## src/logic/rxcce_pkg.sv

```systemverilog
// constants and types of the receive-port control-channel error register block
package rxcce_pkg;
  // ********************
  // register map
  // ********************
  localparam logic [7:0] ADDR_THOLD = 8'h43;
  localparam logic [7:0] ADDR_RSV44 = 8'h44;
  localparam logic [7:0] ADDR_RSV45 = 8'h45;
  localparam logic [7:0] ADDR_CTL = 8'h46;
  localparam logic [7:0] ADDR_PSEL = 8'h4c;
  localparam logic [7:0] THOLD_RST = 8'h01;
  localparam logic [7:0] CTL_RST = 8'h20;
  localparam logic [7:0] PSEL_RST = 8'h01;
  localparam logic [7:0] RSV_VAL = 8'h00;
  // ********************
  // field positions
  // ********************
  localparam int CTL_ACK_BIT = 7;
  localparam int CTL_CHK_BIT = 6;
  localparam int CTL_ENH_BIT = 5;
  localparam int CTL_FRC_HI = 4;
  localparam int CTL_FRC_LO = 3;
  localparam int CTL_SEL_HI = 2;
  localparam int PSEL_RD_HI = 5;
  localparam int PSEL_RD_LO = 4;
  localparam int PSEL_WR_HI = 3;
  localparam int NPORT = 4;
  // ********************
  // force codes and frame counting
  // ********************
  localparam logic [1:0] FRC_NONE = 2'h0;
  localparam logic [1:0] FRC_CRC_SEL = 2'h1;
  localparam logic [1:0] FRC_CRC_NEXT = 2'h2;
  localparam logic [1:0] FRC_DATA_SEL = 2'h3;
  localparam logic [3:0] FRAME_LIMIT = 4'h8;
  localparam logic [3:0] FRAME_ONE = 4'h1;
  localparam logic [7:0] CNT_ONE = 8'h01;
  localparam logic [7:0] CNT_MAX = 8'hff;
  // register request from the i2c slave front end
  typedef struct packed {
    logic [7:0] addr;
    logic [7:0] wdata;
    logic wr;
    logic rd;
  } rxcce_req_t;
  // injection state, one-hot
  typedef enum logic [2:0] {
    INJ_IDLE = 3'h1,
    INJ_ARMED = 3'h2,
    INJ_WAIT_NORMAL = 3'h4
  } rxcce_inj_t;
endpackage

```

## src/logic/rxcce_regs.sv

```systemverilog
// register bank and per-port control-channel error control
`timescale 1ns/1ps
module rxcce_regs (
  // clock and reset
  input wire logic sys_clk,
  input wire logic rst_n,
  // register access from the i2c slave
  input rxcce_pkg::rxcce_req_t reg_req,
  output logic [7:0] reg_rdata,
  // adaptive equalizer, per port
  input wire logic [3:0] adapt_active,
  input wire logic [3:0] adapt_err,
  output logic [3:0] eq_step_up,
  // remote i2c transactions, per port
  input wire logic [3:0] remote_read_start,
  output logic [3:0] remote_read_ack,
  input wire logic [3:0] ack_valid,
  input wire logic [3:0] remote_nack,
  input wire logic [3:0][7:0] data_sent,
  input wire logic [3:0][7:0] data_returned,
  output logic [3:0] local_nack,
  // channel error sources, per port
  input wire logic [3:0] chan_err,
  input wire logic [3:0] master_active,
  input wire logic [3:0] slave_active,
  output logic [3:0] xact_terminate,
  output logic [3:0] master_err,
  output logic [3:0] slave_err,
  // forward channel framing and injection, per port
  input wire logic [3:0] fwd_byte,
  input wire logic [3:0] fwd_block_first,
  input wire logic [3:0] normal_frame,
  output logic [3:0] inject_crc,
  output logic [3:0] inject_data
);
  // ********************
  // register state
  // ********************
  logic [7:0] thold_reg, thold_next;
  logic [7:0] psel_reg, psel_next;
  logic [3:0][7:0] ctl_reg, ctl_next;
  logic [7:0] rdata_reg, rdata_next;
  logic [1:0] rd_port;
  logic [3:0] ctl_wr;
  assign rd_port = psel_reg[rxcce_pkg::PSEL_RD_HI:rxcce_pkg::PSEL_RD_LO];
  assign reg_rdata = rdata_reg;

  // decode and readback; unmapped and reserved offsets read zero
  always_comb
  begin
    thold_next = thold_reg;
    psel_next = psel_reg;
    ctl_next = ctl_reg;
    rdata_next = rdata_reg;
    ctl_wr = 4'h0;
    if (reg_req.wr)
    begin
      case (reg_req.addr)
        rxcce_pkg::ADDR_THOLD: thold_next = reg_req.wdata;
        rxcce_pkg::ADDR_PSEL: psel_next = reg_req.wdata;
        rxcce_pkg::ADDR_CTL:
        begin
          for (int p = 0; p < rxcce_pkg::NPORT; p++)
          begin
            if (psel_reg[p])
            begin
              ctl_next[p] = reg_req.wdata;
              ctl_wr[p] = 1'b1;
            end
          end
        end
        default: ;
      endcase
    end
    if (reg_req.rd)
    begin
      case (reg_req.addr)
        rxcce_pkg::ADDR_THOLD: rdata_next = thold_reg;
        rxcce_pkg::ADDR_PSEL: rdata_next = psel_reg;
        rxcce_pkg::ADDR_CTL: rdata_next = ctl_reg[rd_port];
        default: rdata_next = rxcce_pkg::RSV_VAL;
      endcase
    end
  end

  // register file flops
  always_ff @(posedge sys_clk or negedge rst_n)
  begin
    if (!rst_n)
    begin
      thold_reg <= rxcce_pkg::THOLD_RST;
      psel_reg <= rxcce_pkg::PSEL_RST;
      ctl_reg <= {rxcce_pkg::NPORT{rxcce_pkg::CTL_RST}};
      rdata_reg <= rxcce_pkg::RSV_VAL;
    end
    else
    begin
      thold_reg <= thold_next;
      psel_reg <= psel_next;
      ctl_reg <= ctl_next;
      rdata_reg <= rdata_next;
    end
  end

  // ********************
  // per-port transaction checks
  // ********************
  logic [3:0][7:0] cnt_reg, cnt_next;
  logic [3:0] step_reg, step_next;
  logic [3:0] rrack_reg, rrack_next;
  logic [3:0] nack_reg, nack_next;
  logic [3:0] term_reg, term_next;
  logic [3:0] merr_reg, merr_next;
  logic [3:0] serr_reg, serr_next;
  assign eq_step_up = step_reg;
  assign remote_read_ack = rrack_reg;
  assign local_nack = nack_reg;
  assign xact_terminate = term_reg;
  assign master_err = merr_reg;
  assign slave_err = serr_reg;

  // error count saturates at CNT_MAX instead of wrapping back to zero
  always_comb
  begin
    logic [7:0] inc;
    inc = rxcce_pkg::CNT_ONE;
    cnt_next = cnt_reg;
    step_next = 4'h0;
    rrack_next = 4'h0;
    nack_next = 4'h0;
    term_next = 4'h0;
    merr_next = 4'h0;
    serr_next = 4'h0;
    for (int p = 0; p < rxcce_pkg::NPORT; p++)
    begin
      inc = (cnt_reg[p] == rxcce_pkg::CNT_MAX) ? cnt_reg[p] : cnt_reg[p] + rxcce_pkg::CNT_ONE;
      if (!adapt_active[p])
        cnt_next[p] = 8'h00;
      else if (adapt_err[p])
      begin
        if (inc > thold_reg)
        begin
          step_next[p] = 1'b1;
          cnt_next[p] = 8'h00;
        end
        else
          cnt_next[p] = inc;
      end
      rrack_next[p] = remote_read_start[p] & ctl_reg[p][rxcce_pkg::CTL_ACK_BIT];
      if (ack_valid[p])
        nack_next[p] = remote_nack[p] |
          (ctl_reg[p][rxcce_pkg::CTL_CHK_BIT] & (data_sent[p] != data_returned[p]));
      if (chan_err[p] & ctl_reg[p][rxcce_pkg::CTL_ENH_BIT])
      begin
        term_next[p] = master_active[p] | slave_active[p];
        merr_next[p] = master_active[p];
        serr_next[p] = slave_active[p];
      end
    end
  end

  // transaction check flops
  always_ff @(posedge sys_clk or negedge rst_n)
  begin
    if (!rst_n)
    begin
      cnt_reg <= '0;
      step_reg <= 4'h0;
      rrack_reg <= 4'h0;
      nack_reg <= 4'h0;
      term_reg <= 4'h0;
      merr_reg <= 4'h0;
      serr_reg <= 4'h0;
    end
    else
    begin
      cnt_reg <= cnt_next;
      step_reg <= step_next;
      rrack_reg <= rrack_next;
      nack_reg <= nack_next;
      term_reg <= term_next;
      merr_reg <= merr_next;
      serr_reg <= serr_next;
    end
  end

  // ********************
  // one-shot error injection
  // ********************
  rxcce_pkg::rxcce_inj_t [3:0] inj_reg, inj_next;
  logic [3:0][3:0] idx_reg, idx_next;
  logic [3:0] icrc_reg, icrc_next;
  logic [3:0] idat_reg, idat_next;
  assign inject_crc = icrc_reg;
  assign inject_data = idat_reg;

  // a fresh write re-arms; the field keeps its value but fires only once
  always_comb
  begin
    logic [3:0] cur;
    logic [1:0] frc;
    cur = 4'h0;
    frc = rxcce_pkg::FRC_NONE;
    inj_next = inj_reg;
    idx_next = idx_reg;
    icrc_next = 4'h0;
    idat_next = 4'h0;
    for (int p = 0; p < rxcce_pkg::NPORT; p++)
    begin
      frc = ctl_reg[p][rxcce_pkg::CTL_FRC_HI:rxcce_pkg::CTL_FRC_LO];
      cur = fwd_block_first[p] ? 4'h0 : idx_reg[p];
      if (fwd_byte[p] && cur < rxcce_pkg::FRAME_LIMIT)
        idx_next[p] = cur + rxcce_pkg::FRAME_ONE;
      case (inj_reg[p])
        rxcce_pkg::INJ_IDLE: ;
        rxcce_pkg::INJ_ARMED:
        begin
          if (fwd_byte[p] && cur == {1'b0, ctl_reg[p][rxcce_pkg::CTL_SEL_HI:0]})
          begin
            inj_next[p] = rxcce_pkg::INJ_IDLE;
            case (frc)
              rxcce_pkg::FRC_CRC_SEL: icrc_next[p] = 1'b1;
              rxcce_pkg::FRC_DATA_SEL: idat_next[p] = 1'b1;
              rxcce_pkg::FRC_CRC_NEXT: inj_next[p] = rxcce_pkg::INJ_WAIT_NORMAL;
              default: ;
            endcase
          end
        end
        rxcce_pkg::INJ_WAIT_NORMAL:
        begin
          if (normal_frame[p])
          begin
            icrc_next[p] = 1'b1;
            inj_next[p] = rxcce_pkg::INJ_IDLE;
          end
        end
        default: inj_next[p] = rxcce_pkg::INJ_IDLE;
      endcase
      if (ctl_wr[p])
        inj_next[p] = (reg_req.wdata[rxcce_pkg::CTL_FRC_HI:rxcce_pkg::CTL_FRC_LO] != rxcce_pkg::FRC_NONE) ?
          rxcce_pkg::INJ_ARMED : rxcce_pkg::INJ_IDLE;
    end
  end

  // injection flops
  always_ff @(posedge sys_clk or negedge rst_n)
  begin
    if (!rst_n)
    begin
      inj_reg <= '{default: rxcce_pkg::INJ_IDLE};
      idx_reg <= '0;
      icrc_reg <= 4'h0;
      idat_reg <= 4'h0;
    end
    else
    begin
      inj_reg <= inj_next;
      idx_reg <= idx_next;
      icrc_reg <= icrc_next;
      idat_reg <= idat_next;
    end
  end

  // ********************
  // checks on port 0, plus the threshold reset value and the banked read of the rd_port port
  // ********************
  a_thold_reset: assert property (@(posedge sys_clk) $rose(rst_n) |-> thold_reg == rxcce_pkg::THOLD_RST)
    else $error("threshold not one after reset");
  a_step_cause: assert property (@(posedge sys_clk) disable iff (!rst_n)
    eq_step_up[0] |-> $past(adapt_active[0] && adapt_err[0] && thold_reg <= cnt_reg[0]))
    else $error("step up without threshold crossing");
  a_read_select: assert property (@(posedge sys_clk) disable iff (!rst_n)
    reg_req.rd && reg_req.addr == rxcce_pkg::ADDR_CTL |=> reg_rdata == $past(ctl_reg[rd_port]))
    else $error("banked read from wrong port");
  a_write_gate: assert property (@(posedge sys_clk) disable iff (!rst_n)
    reg_req.wr && reg_req.addr == rxcce_pkg::ADDR_CTL && !psel_reg[0] |=> $stable(ctl_reg[0]))
    else $error("write reached disabled port");
  a_rr_ack: assert property (@(posedge sys_clk) disable iff (!rst_n)
    remote_read_start[0] && ctl_reg[0][rxcce_pkg::CTL_ACK_BIT] |=> remote_read_ack[0])
    else $error("remote read not acknowledged");
  a_data_nack: assert property (@(posedge sys_clk) disable iff (!rst_n)
    ack_valid[0] && ctl_reg[0][rxcce_pkg::CTL_CHK_BIT] && data_sent[0] != data_returned[0] |=> local_nack[0])
    else $error("mismatch not turned into nack");
  a_enh_gate: assert property (@(posedge sys_clk) disable iff (!rst_n)
    (master_err[0] || slave_err[0] || xact_terminate[0]) |-> $past(ctl_reg[0][rxcce_pkg::CTL_ENH_BIT]))
    else $error("error reported with enhanced checking off");
  a_one_shot: assert property (@(posedge sys_clk) disable iff (!rst_n)
    (inject_crc[0] || inject_data[0]) && !$past(ctl_wr[0]) |=> !(inject_crc[0] || inject_data[0]))
    else $error("injection repeated");
  a_data_code: assert property (@(posedge sys_clk) disable iff (!rst_n)
    inject_data[0] |-> $past(ctl_reg[0][rxcce_pkg::CTL_FRC_HI:rxcce_pkg::CTL_FRC_LO]) == rxcce_pkg::FRC_DATA_SEL)
    else $error("data error under wrong code");
  c_step: cover property (@(posedge sys_clk) disable iff (!rst_n) eq_step_up[0]);
  c_nack: cover property (@(posedge sys_clk) disable iff (!rst_n) local_nack[0] && !$past(remote_nack[0]));
  c_crc_next: cover property (@(posedge sys_clk) disable iff (!rst_n)
    inj_reg[0] == rxcce_pkg::INJ_WAIT_NORMAL ##[1:20] inject_crc[0]);
endmodule // rxcce_regs

```

## config.mk

```make
export PLATFORM = sky130hd
export DESIGN_NAME = rxcce_regs
export DESIGN_NICKNAME = d
export VERILOG_FILES = /design/src/logic/rxcce_pkg.sv /design/src/logic/rxcce_regs.sv
export SDC_FILE = /design/constraint.sdc
export NUM_CORES = 1
export LEC_CHECK = 0
export BUFFER_PORTS_ARGS = -buffer_cell sky130_fd_sc_hd__buf_2
export CAP_MARGIN = 25
export CORE_UTILIZATION = 45
export DETAILED_ROUTE_END_ITERATION = 10
export PLACE_DENSITY = 0.67
export REMOVE_ABC_BUFFERS = 1
export SLEW_MARGIN = 20
export SYNTH_ARGS = -nofsm -noshare
export SYNTH_HDL_FRONTEND = slang
export SYNTH_SLANG_ARGS = --single-unit
```

## constraint.sdc

```tcl
create_clock -name sys_clk -period 3.1 [get_ports sys_clk]
set_input_delay 0.155 -clock sys_clk [delete_from_list [all_inputs] [get_ports sys_clk]]
set_output_delay 0.155 -clock sys_clk [all_outputs]
set_load 0.005 [all_outputs]
```

==> results_dict.tcl, run 1 <==
set metrics [dict create \
    status "complete, no violations" \
    filler_cell_count 1640 \
    multi_input_gate_area_sq_um 4670 \
    hold_viol_final 0 \
    setup_total_negative_slack_ns 0 \
    share_of_the_yosys_chip_area_belonging_to_registers_pct 43.1 \
    end_kind "register" \
    area_growth_pct 23.9 \
    total_of_flip_flops_plus_latches_after_synthesis 148 \
    nNetsFinal 1242 \
    chipHeight_microns 140 \
    postLayoutCoreUtil_pct 56.9 \
    groute.usage.overall_pct 22.0 \
    total_leakage_power_uw 0.00522 \
    cp_max_fo 5 \
    cts_root_buffer "sky130_fd_sc_hd__clkbuf_16" \
    tightestPinTransition_ns 0.880 \
    final_period_minus_worst_setup_slack_ns 2.91 \
    power.combinational.fraction_pct 16.7 \
    slew_violations 0 \
    finalClockSkew_ns 0.00812 \
    start_kind "register" \
    ir_drop_mv 0.397 \
    drtPass1Iterations 5 \
    io_pins 168 \
    total_switching_power_uw 1320 \
    numClockSinks 148 \
    floorplan.die.width_microns 140 \
    dr.first_iter.drc_count 437 \
    grt-ovfl-total 0 \
    synth.distinct_cells 72 \
    finalWirelength_microns 20800 \
    number_of_enable_flip_flop_cells_after_synthesis 0 \
    grt_start_max_net_pins 99 \
    ctsLongestPathBuffers 2 \
    hold_path.class "primary input to register" \
    critPathKind "register to register" \
    port-buffer-count 167 \
    max_freq_mhz 344 \
    core-area_sq_um 18800 \
    most_common_flop_cell_mapped_by_yosys "sky130_fd_sc_hd__dfrtp_1" \
    worst_ep_arrival_time_ns 3.26 \
    vias 7262 \
    drc 0 \
    h-tree-depth 4 \
    regToRegSetupSlack_ns 0.19 \
    avg_synthesized_cell_area_sq_um 9.97 \
    finalWeightedCongestion 0.845 \
    insertion_delay_ns 0.43 \
    drive_above_1_share_pct 28.5 \
    floorplan.die_area_sq_um 19700 \
    fin_crit_sh_pct 93.9 \
    power_report.internal_total_uw 3620 \
    finalHoldWorstSlack_ns 0.0120 \
    tritoncts.num_buffers 17 \
    route.detailed.vias_per_inst 5.49 \
    path_clk_slew_ns 0.06 \
    timing.final.setup_violations 0 \
    synth.cell_area_sq_um 8620 \
    first_pass_grt_wire_length_microns 34300 \
    seq_power_share_pct 43.1 \
    avgRoutedWirePerCell_microns 15.8 \
    grt_setup_unrepaired "no" \
    cap_viol_max_count 0 \
    async_reset_ff_share_pct 100 \
    power_switching_share_pct 26.8 \
    power.density_nw_per_um2 463 \
    place.detailed.hpwl_microns 15100 \
    postRouteAntennaNets 0 \
    row_count 50 \
    yosysWarnings 0 \
    grt_pass1_vias 7041 \
    timing.critical_path.required_ns 3.44 \
    max-slew-margin-rel_pct 41.3 \
    syn-instance-count 865 \
    tritoncts "built" \
    floorplan.initialDensity_pct 46.0 \
    p_clk_share_pct 40.2 \
    grt_antenna_before_repair 1 \
    register_area_sq_um 3720 \
]
[power by group through the flow]
stage | sequential (uW) | clock [uW] | combinational (uW)
6_report | 2130 | 1990 | 828
5_1_grt | 2150 | 2110 | 922
4_1_cts | 2130 | 2030 | 785
3_5_place_dp | 2160 | 0 | 743
3_3_place_gp | 2160 | 0 | 726
2_1_floorplan | 2140 | 0 | 435
[routing by layer]
metal	up-vias	GRT usage, %	wire length [microns]	share of wire, %
met4	0	7.92	381	1.8
met2	162	36.8	10000	48
met5	-	0	0	0
met3	28	3.73	832	4.0
li1	3571	-	-	-
met1	3501	28.7	9600	46
[placed cells by master (no fill, tap or decap), types with 20 or more instances in the layout]
master / instances
sky130_fd_sc_hd__buf_2: 166
sky130_fd_sc_hd__dfrtp_1: 137
sky130_fd_sc_hd__nand2_1: 95
sky130_fd_sc_hd__o21ai_0: 59
sky130_fd_sc_hd__nor2_1: 50
sky130_fd_sc_hd__a21oi_1: 42
sky130_fd_sc_hd__inv_1: 40
sky130_fd_sc_hd__ha_1: 38
sky130_fd_sc_hd__xor2_1: 35
sky130_fd_sc_hd__nand3_1: 34
sky130_fd_sc_hd__dlygate4sd3_1: 32
sky130_fd_sc_hd__mux2_2: 31
sky130_fd_sc_hd__nor2b_1: 24
sky130_fd_sc_hd__and3_1: 22
sky130_fd_sc_hd__mux2_4: 20
[final timing paths]
check	startpoint	end	depth (start not counted)
min	normal_frame[0]	inject_crc[0]$_DFF_PN0_	3
max reg2reg	cnt_reg[8]$_DFFE_PN0P_	cnt_reg[15]$_DFFE_PN0P_	14
min reg2reg	ctl_reg[13]$_DFFE_PN1P_	ctl_reg[13]$_DFFE_PN1P_	2
min in group asynchronous	rst_n	cnt_reg[22]$_DFFE_PN0P_	2
max in group asynchronous	rst_n	ctl_reg[13]$_DFFE_PN1P_	3
max	cnt_reg[8]$_DFFE_PN0P_	cnt_reg[15]$_DFFE_PN0P_	14
[through the flow]
| step | setup WS [ns] | instances | total power (uW) | area, sq um |
|---|---|---|---|---|
| 6_report | 0.189 | 1322 | 4950 | 10700 |
| 5_1_grt | 0.0142 | 1322 | 5180 | 10700 |
| 4_1_cts | 0.0598 | 1320 | 4950 | 10600 |
| 3_5_place_dp | 0.0743 | 1256 | 2910 | 9720 |
| 3_3_place_gp | 0.165 | 1256 | 2890 | 9720 |
| 2_1_floorplan | 0.309 | 842 | 2570 | 8490 |
[repair_timing]
| action | CTS | global route |
|---|---|---|
| buffers inserted | 0 | 1 |
| endpoints found under the hold margin | 110 | 0 |
| hold buffers | 32 | 0 |
| setup endpoints to repair | 0 | 14 |
| resized for setup | 0 | 13 |
[Yosys cell counts (12+ instances only)]
master                     instances  area [sq um]
sky130_fd_sc_hd__o22ai_1          17           106
sky130_fd_sc_hd__nor2_1           51           191
sky130_fd_sc_hd__a21oi_1          42           210
sky130_fd_sc_hd__o21ai_0          59           295
sky130_fd_sc_hd__mux2_4           20           300
sky130_fd_sc_hd__dfrtp_1         138          3450
sky130_fd_sc_hd__nand2_1          95           357
sky130_fd_sc_hd__xor2_1           35           307
sky130_fd_sc_hd__nor2b_1          24           150
sky130_fd_sc_hd__nand2b_1         18           113
sky130_fd_sc_hd__clkbuf_1         12          45.0
sky130_fd_sc_hd__nand3_1          34           170
sky130_fd_sc_hd__inv_1            40           150
sky130_fd_sc_hd__and3_1           23           144
sky130_fd_sc_hd__mux2_2           31           349
sky130_fd_sc_hd__a31oi_1          12          75.1
sky130_fd_sc_hd__ha_1             40           500
[final cells by class]
cell class              instances  share of cell area [%]
well taps                     234                    2.74
clock buffers                  20                    4.09
multi-input cells             654                    43.7
flip-flops and latches        148                    34.8
clock inverters                12                    1.23
inverters                      40                    1.41
repair buffers                213                    12.0
diodes                          1                  0.0234
[critical path, stage by stage (launching register included)]
cell and delay [ns]:
sky130_fd_sc_hd__dfrtp_1 0.42, sky130_fd_sc_hd__ha_2 0.23, sky130_fd_sc_hd__and3_1 0.20, sky130_fd_sc_hd__and3_4 0.22, sky130_fd_sc_hd__nand3_2 0.10, sky130_fd_sc_hd__and3_1 0.22
sky130_fd_sc_hd__nor2_1 0.10, sky130_fd_sc_hd__ha_1 0.26, sky130_fd_sc_hd__a211oi_2 0.18, sky130_fd_sc_hd__nor2_1 0.12, sky130_fd_sc_hd__nor4bb_4 0.31, sky130_fd_sc_hd__or2_4 0.19
sky130_fd_sc_hd__buf_12 0.10, sky130_fd_sc_hd__nand2_1 0.04, sky130_fd_sc_hd__o22ai_1 0.14
[cell families (layout without fill, tap and decap cells)]
kind of cell             count (synthesis)  after routing  share of synthesized area, %
AO/OA/AOI/OAI                          193            193                          14.0
XOR/XNOR                                41             41                          4.16
adder cells (fa/ha/maj)                 40             40                          5.80
buffers and inverters                   63            285                          3.34
flip-flops                             148            148                          43.1
multiplexers                            60             60                          9.73
other                                    0              1                             0
AND/OR/NAND/NOR                        320            320                          19.9
(Power assumes the default switching activity.)
==> run 2: changes to the inputs <==
--- a/config.mk
+++ b/config.mk
@@ -7,6 +7,7 @@
 export LEC_CHECK = 0
 export BUFFER_PORTS_ARGS = -buffer_cell sky130_fd_sc_hd__buf_2
 export CAP_MARGIN = 25
+export CORE_ASPECT_RATIO = 0.7
 export CORE_UTILIZATION = 45
 export DETAILED_ROUTE_END_ITERATION = 10
 export PLACE_DENSITY = 0.67
==> run 2 against run 1 <==
Compared with the run above: utilization is 1.8 points higher; count of clock-buffer cells in the layout stayed put; non-clock buffer count is 6 lower; combinational power is 1% higher; sequential power hardly changed; critical endpoint unchanged; setup slack worse by 0.061 ns.
==> results_dict.tcl, run 2 (synthesis gave the netlist of run 1 again) <==
set metrics [dict create \
    place.detailed.hpwl_microns 16800 \
    cap_viol_max_count 0 \
    h-tree-depth 4 \
    power.density_nw_per_um2 497 \
    ctsLongestPathBuffers 2 \
    insertedDiodeCount 0 \
    groute.usage.overall_pct 23.8 \
    drc 0 \
    grt_pass1_vias 6978 \
    numClockSinks 148 \
    finalWeightedCongestion 0.873 \
    fin_area_sq_um 10800 \
    tightestPinTransition_ns 0.755 \
    power.combinational.fraction_pct 15.7 \
    crit_family "simple AND/OR/NAND/NOR gates" \
    floorplan.die.width_microns 167 \
    place_inst 1256 \
    grt-ovfl-total 0 \
    dr.first_iter.drc_count 535 \
    mostFrequentLayoutCell "sky130_fd_sc_hd__buf_2" \
    hold_viol_final 0 \
    path_clk_slew_ns 0.06 \
    nNetsFinal 1236 \
    holdCritStartpoint "chan_err[0]" \
    critPathKind "register to register" \
    postLayoutSetupSlackWorst_ns 0.128 \
    ir_drop_mv 0.316 \
    r2r-end "cnt_reg[15]$_DFFE_PN0P_" \
    slew_violations 0 \
    floorplan.die_area_sq_um 19700 \
    floorplan.initialDensity_pct 47.0 \
    first_pass_grt_wire_length_microns 36300 \
    hold_path.class "primary input to register" \
    setup_total_negative_slack_ns 0 \
    insertion_delay_ns 0.42 \
    timing.hold.worst_endpoint "master_err[0]$_DFF_PN0_" \
    timing.reg2reg.worst_path_depth 15 \
    chipHeight_microns 118 \
    end_kind "register" \
    finalWirelength_microns 22800 \
    final_cells 1317 \
    max_freq_mhz 337 \
    dpl_cell_area_sq_um 9720 \
    layout.cells.most_common_list "sky130_fd_sc_hd__buf_2 (166), sky130_fd_sc_hd__dfrtp_1 (136), sky130_fd_sc_hd__nand2_1 (95)" \
    tritoncts "built" \
    timing.final.setup_violations 0 \
    row_count 41 \
    io_pins 168 \
    port-buffer-count 167 \
    regToRegSetupSlack_ns 0.13 \
    drive_above_1_share_pct 29.0 \
    power_report.internal_total_uw 3980 \
    total_power_uw 5350 \
    p_clk_share_pct 44.4 \
    hold_depth 2 \
    postRouteAntennaNets 0 \
    finalClockSkew_ns 0.00563 \
    worst_ep_arrival_time_ns 3.32 \
    total_switching_power_uw 1370 \
    grt_start_max_net_pins 82 \
    vias 7328 \
    seq_power_share_pct 39.9 \
    timing.critical_path.required_ns 3.45 \
    grt_antenna_before_repair 0 \
    total_leakage_power_uw 0.00525 \
    start_kind "register" \
    cts_root_buffer "sky130_fd_sc_hd__clkbuf_16" \
    status "complete, no violations" \
    cpPeakStageDelay_ns 0.43 \
    final_period_minus_worst_setup_slack_ns 2.97 \
    dpl_worst_slack_ns 0.0222 \
    route.detailed.vias_per_inst 5.56 \
    power_switching_share_pct 25.6 \
    critical_path.most_common_cell "sky130_fd_sc_hd__nand2_1" \
    worstReg2RegStart "cnt_reg[9]$_DFFE_PN0P_" \
    fin_crit_sh_pct 95.9 \
    drtPass1Iterations 5 \
    cp_max_fo 7 \
    avgRoutedWirePerCell_microns 17.3 \
    core-area_sq_um 18400 \
    worstPathBufferInverterCount 2 \
    timing.critical_path.cells "ha_4, and3_1, and3_4, nand3_2, buf_6, nand2_1, xnor2_1, ha_1, and2_1, o21ai_0, nor4bb_4, or2_4, buf_12, nand2_1, o22ai_1" \
    tritoncts.num_buffers 17 \
    area_growth_pct 25.0 \
    max-slew-margin-rel_pct 49.6 \
    crit_slowest_cell "sky130_fd_sc_hd__dfrtp_1" \
]
## run 2: layer usage
layer,global-route usage (%),share of wire [%],up-vias
li1,-,-,3538
met1,33.1,47,3542
met2,36.5,45,220
met3,4.98,5.7,28
met4,8.83,2.3,0
met5,0,0,-
## run 2: cell type report
type,instances,area (sq um)
Clock buffer,20,447
Clock inverter,12,225
Fill cell,1601,7590
Inverter,40,150
Multi-Input combinational cell,654,4700
Sequential cell,148,3720
Tap cell,236,295
Timing Repair Buffer,207,1240
## run 2: power groups by stage
stage                     combinational [uW]  sequential, uW  clock (uW)
after global routing                     941            2150        2500
final                                    840            2140        2370
after detailed placement                 754            2170           0
after floorplan                          435            2140           0
after global placement                   744            2160           0
after CTS                                791            2130        2410
## run 2: worst register-to-register path, cell delays in order (launching register included)
cell,delay (ns)
sky130_fd_sc_hd__dfrtp_1,0.43
sky130_fd_sc_hd__ha_4,0.19
sky130_fd_sc_hd__and3_1,0.20
sky130_fd_sc_hd__and3_4,0.20
sky130_fd_sc_hd__nand3_2,0.09
sky130_fd_sc_hd__buf_6,0.13
sky130_fd_sc_hd__nand2_1,0.06
sky130_fd_sc_hd__xnor2_1,0.23
sky130_fd_sc_hd__ha_1,0.29
sky130_fd_sc_hd__and2_1,0.15
sky130_fd_sc_hd__o21ai_0,0.07
sky130_fd_sc_hd__nor4bb_4,0.35
sky130_fd_sc_hd__or2_4,0.19
sky130_fd_sc_hd__buf_12,0.10
sky130_fd_sc_hd__nand2_1,0.05
sky130_fd_sc_hd__o22ai_1,0.14
## run 2: worst max-delay path by stage
stage                            start                       to  slack, ns  cells past startpoint
3_5_place_dp    cnt_reg[8]$_DFFE_PN0P_  cnt_reg[11]$_DFFE_PN0P_       0.02                     14
6_report        cnt_reg[9]$_DFFE_PN0P_  cnt_reg[15]$_DFFE_PN0P_       0.13                     15
2_1_floorplan  cnt_reg[16]$_DFFE_PN0P_  cnt_reg[18]$_DFFE_PN0P_       0.31                     10
3_3_place_gp   cnt_reg[16]$_DFFE_PN0P_  cnt_reg[23]$_DFFE_PN0P_       0.17                     11
5_1_grt         cnt_reg[9]$_DFFE_PN0P_  cnt_reg[10]$_DFFE_PN0P_      -0.03                     14
4_1_cts         cnt_reg[8]$_DFFE_PN0P_  cnt_reg[10]$_DFFE_PN0P_       0.01                     14
## run 2: through the flow
stage / util [%] / hold WS (ns)
after global placement: 52.9 / 0.258
after CTS: 58.1 / 0.000355
after detailed placement: 52.9 / 0.256
after floorplan: - / -0.141
final: 58.7 / 0.0129
after global routing: 58.7 / 0.0103
## run 2: what timing repair did
action	in CTS	in global routing
setup endpoints to repair	0	16
buffers inserted	0	1
hold buffers	28	0
resized for setup	0	20
hold endpoints to repair	95	0
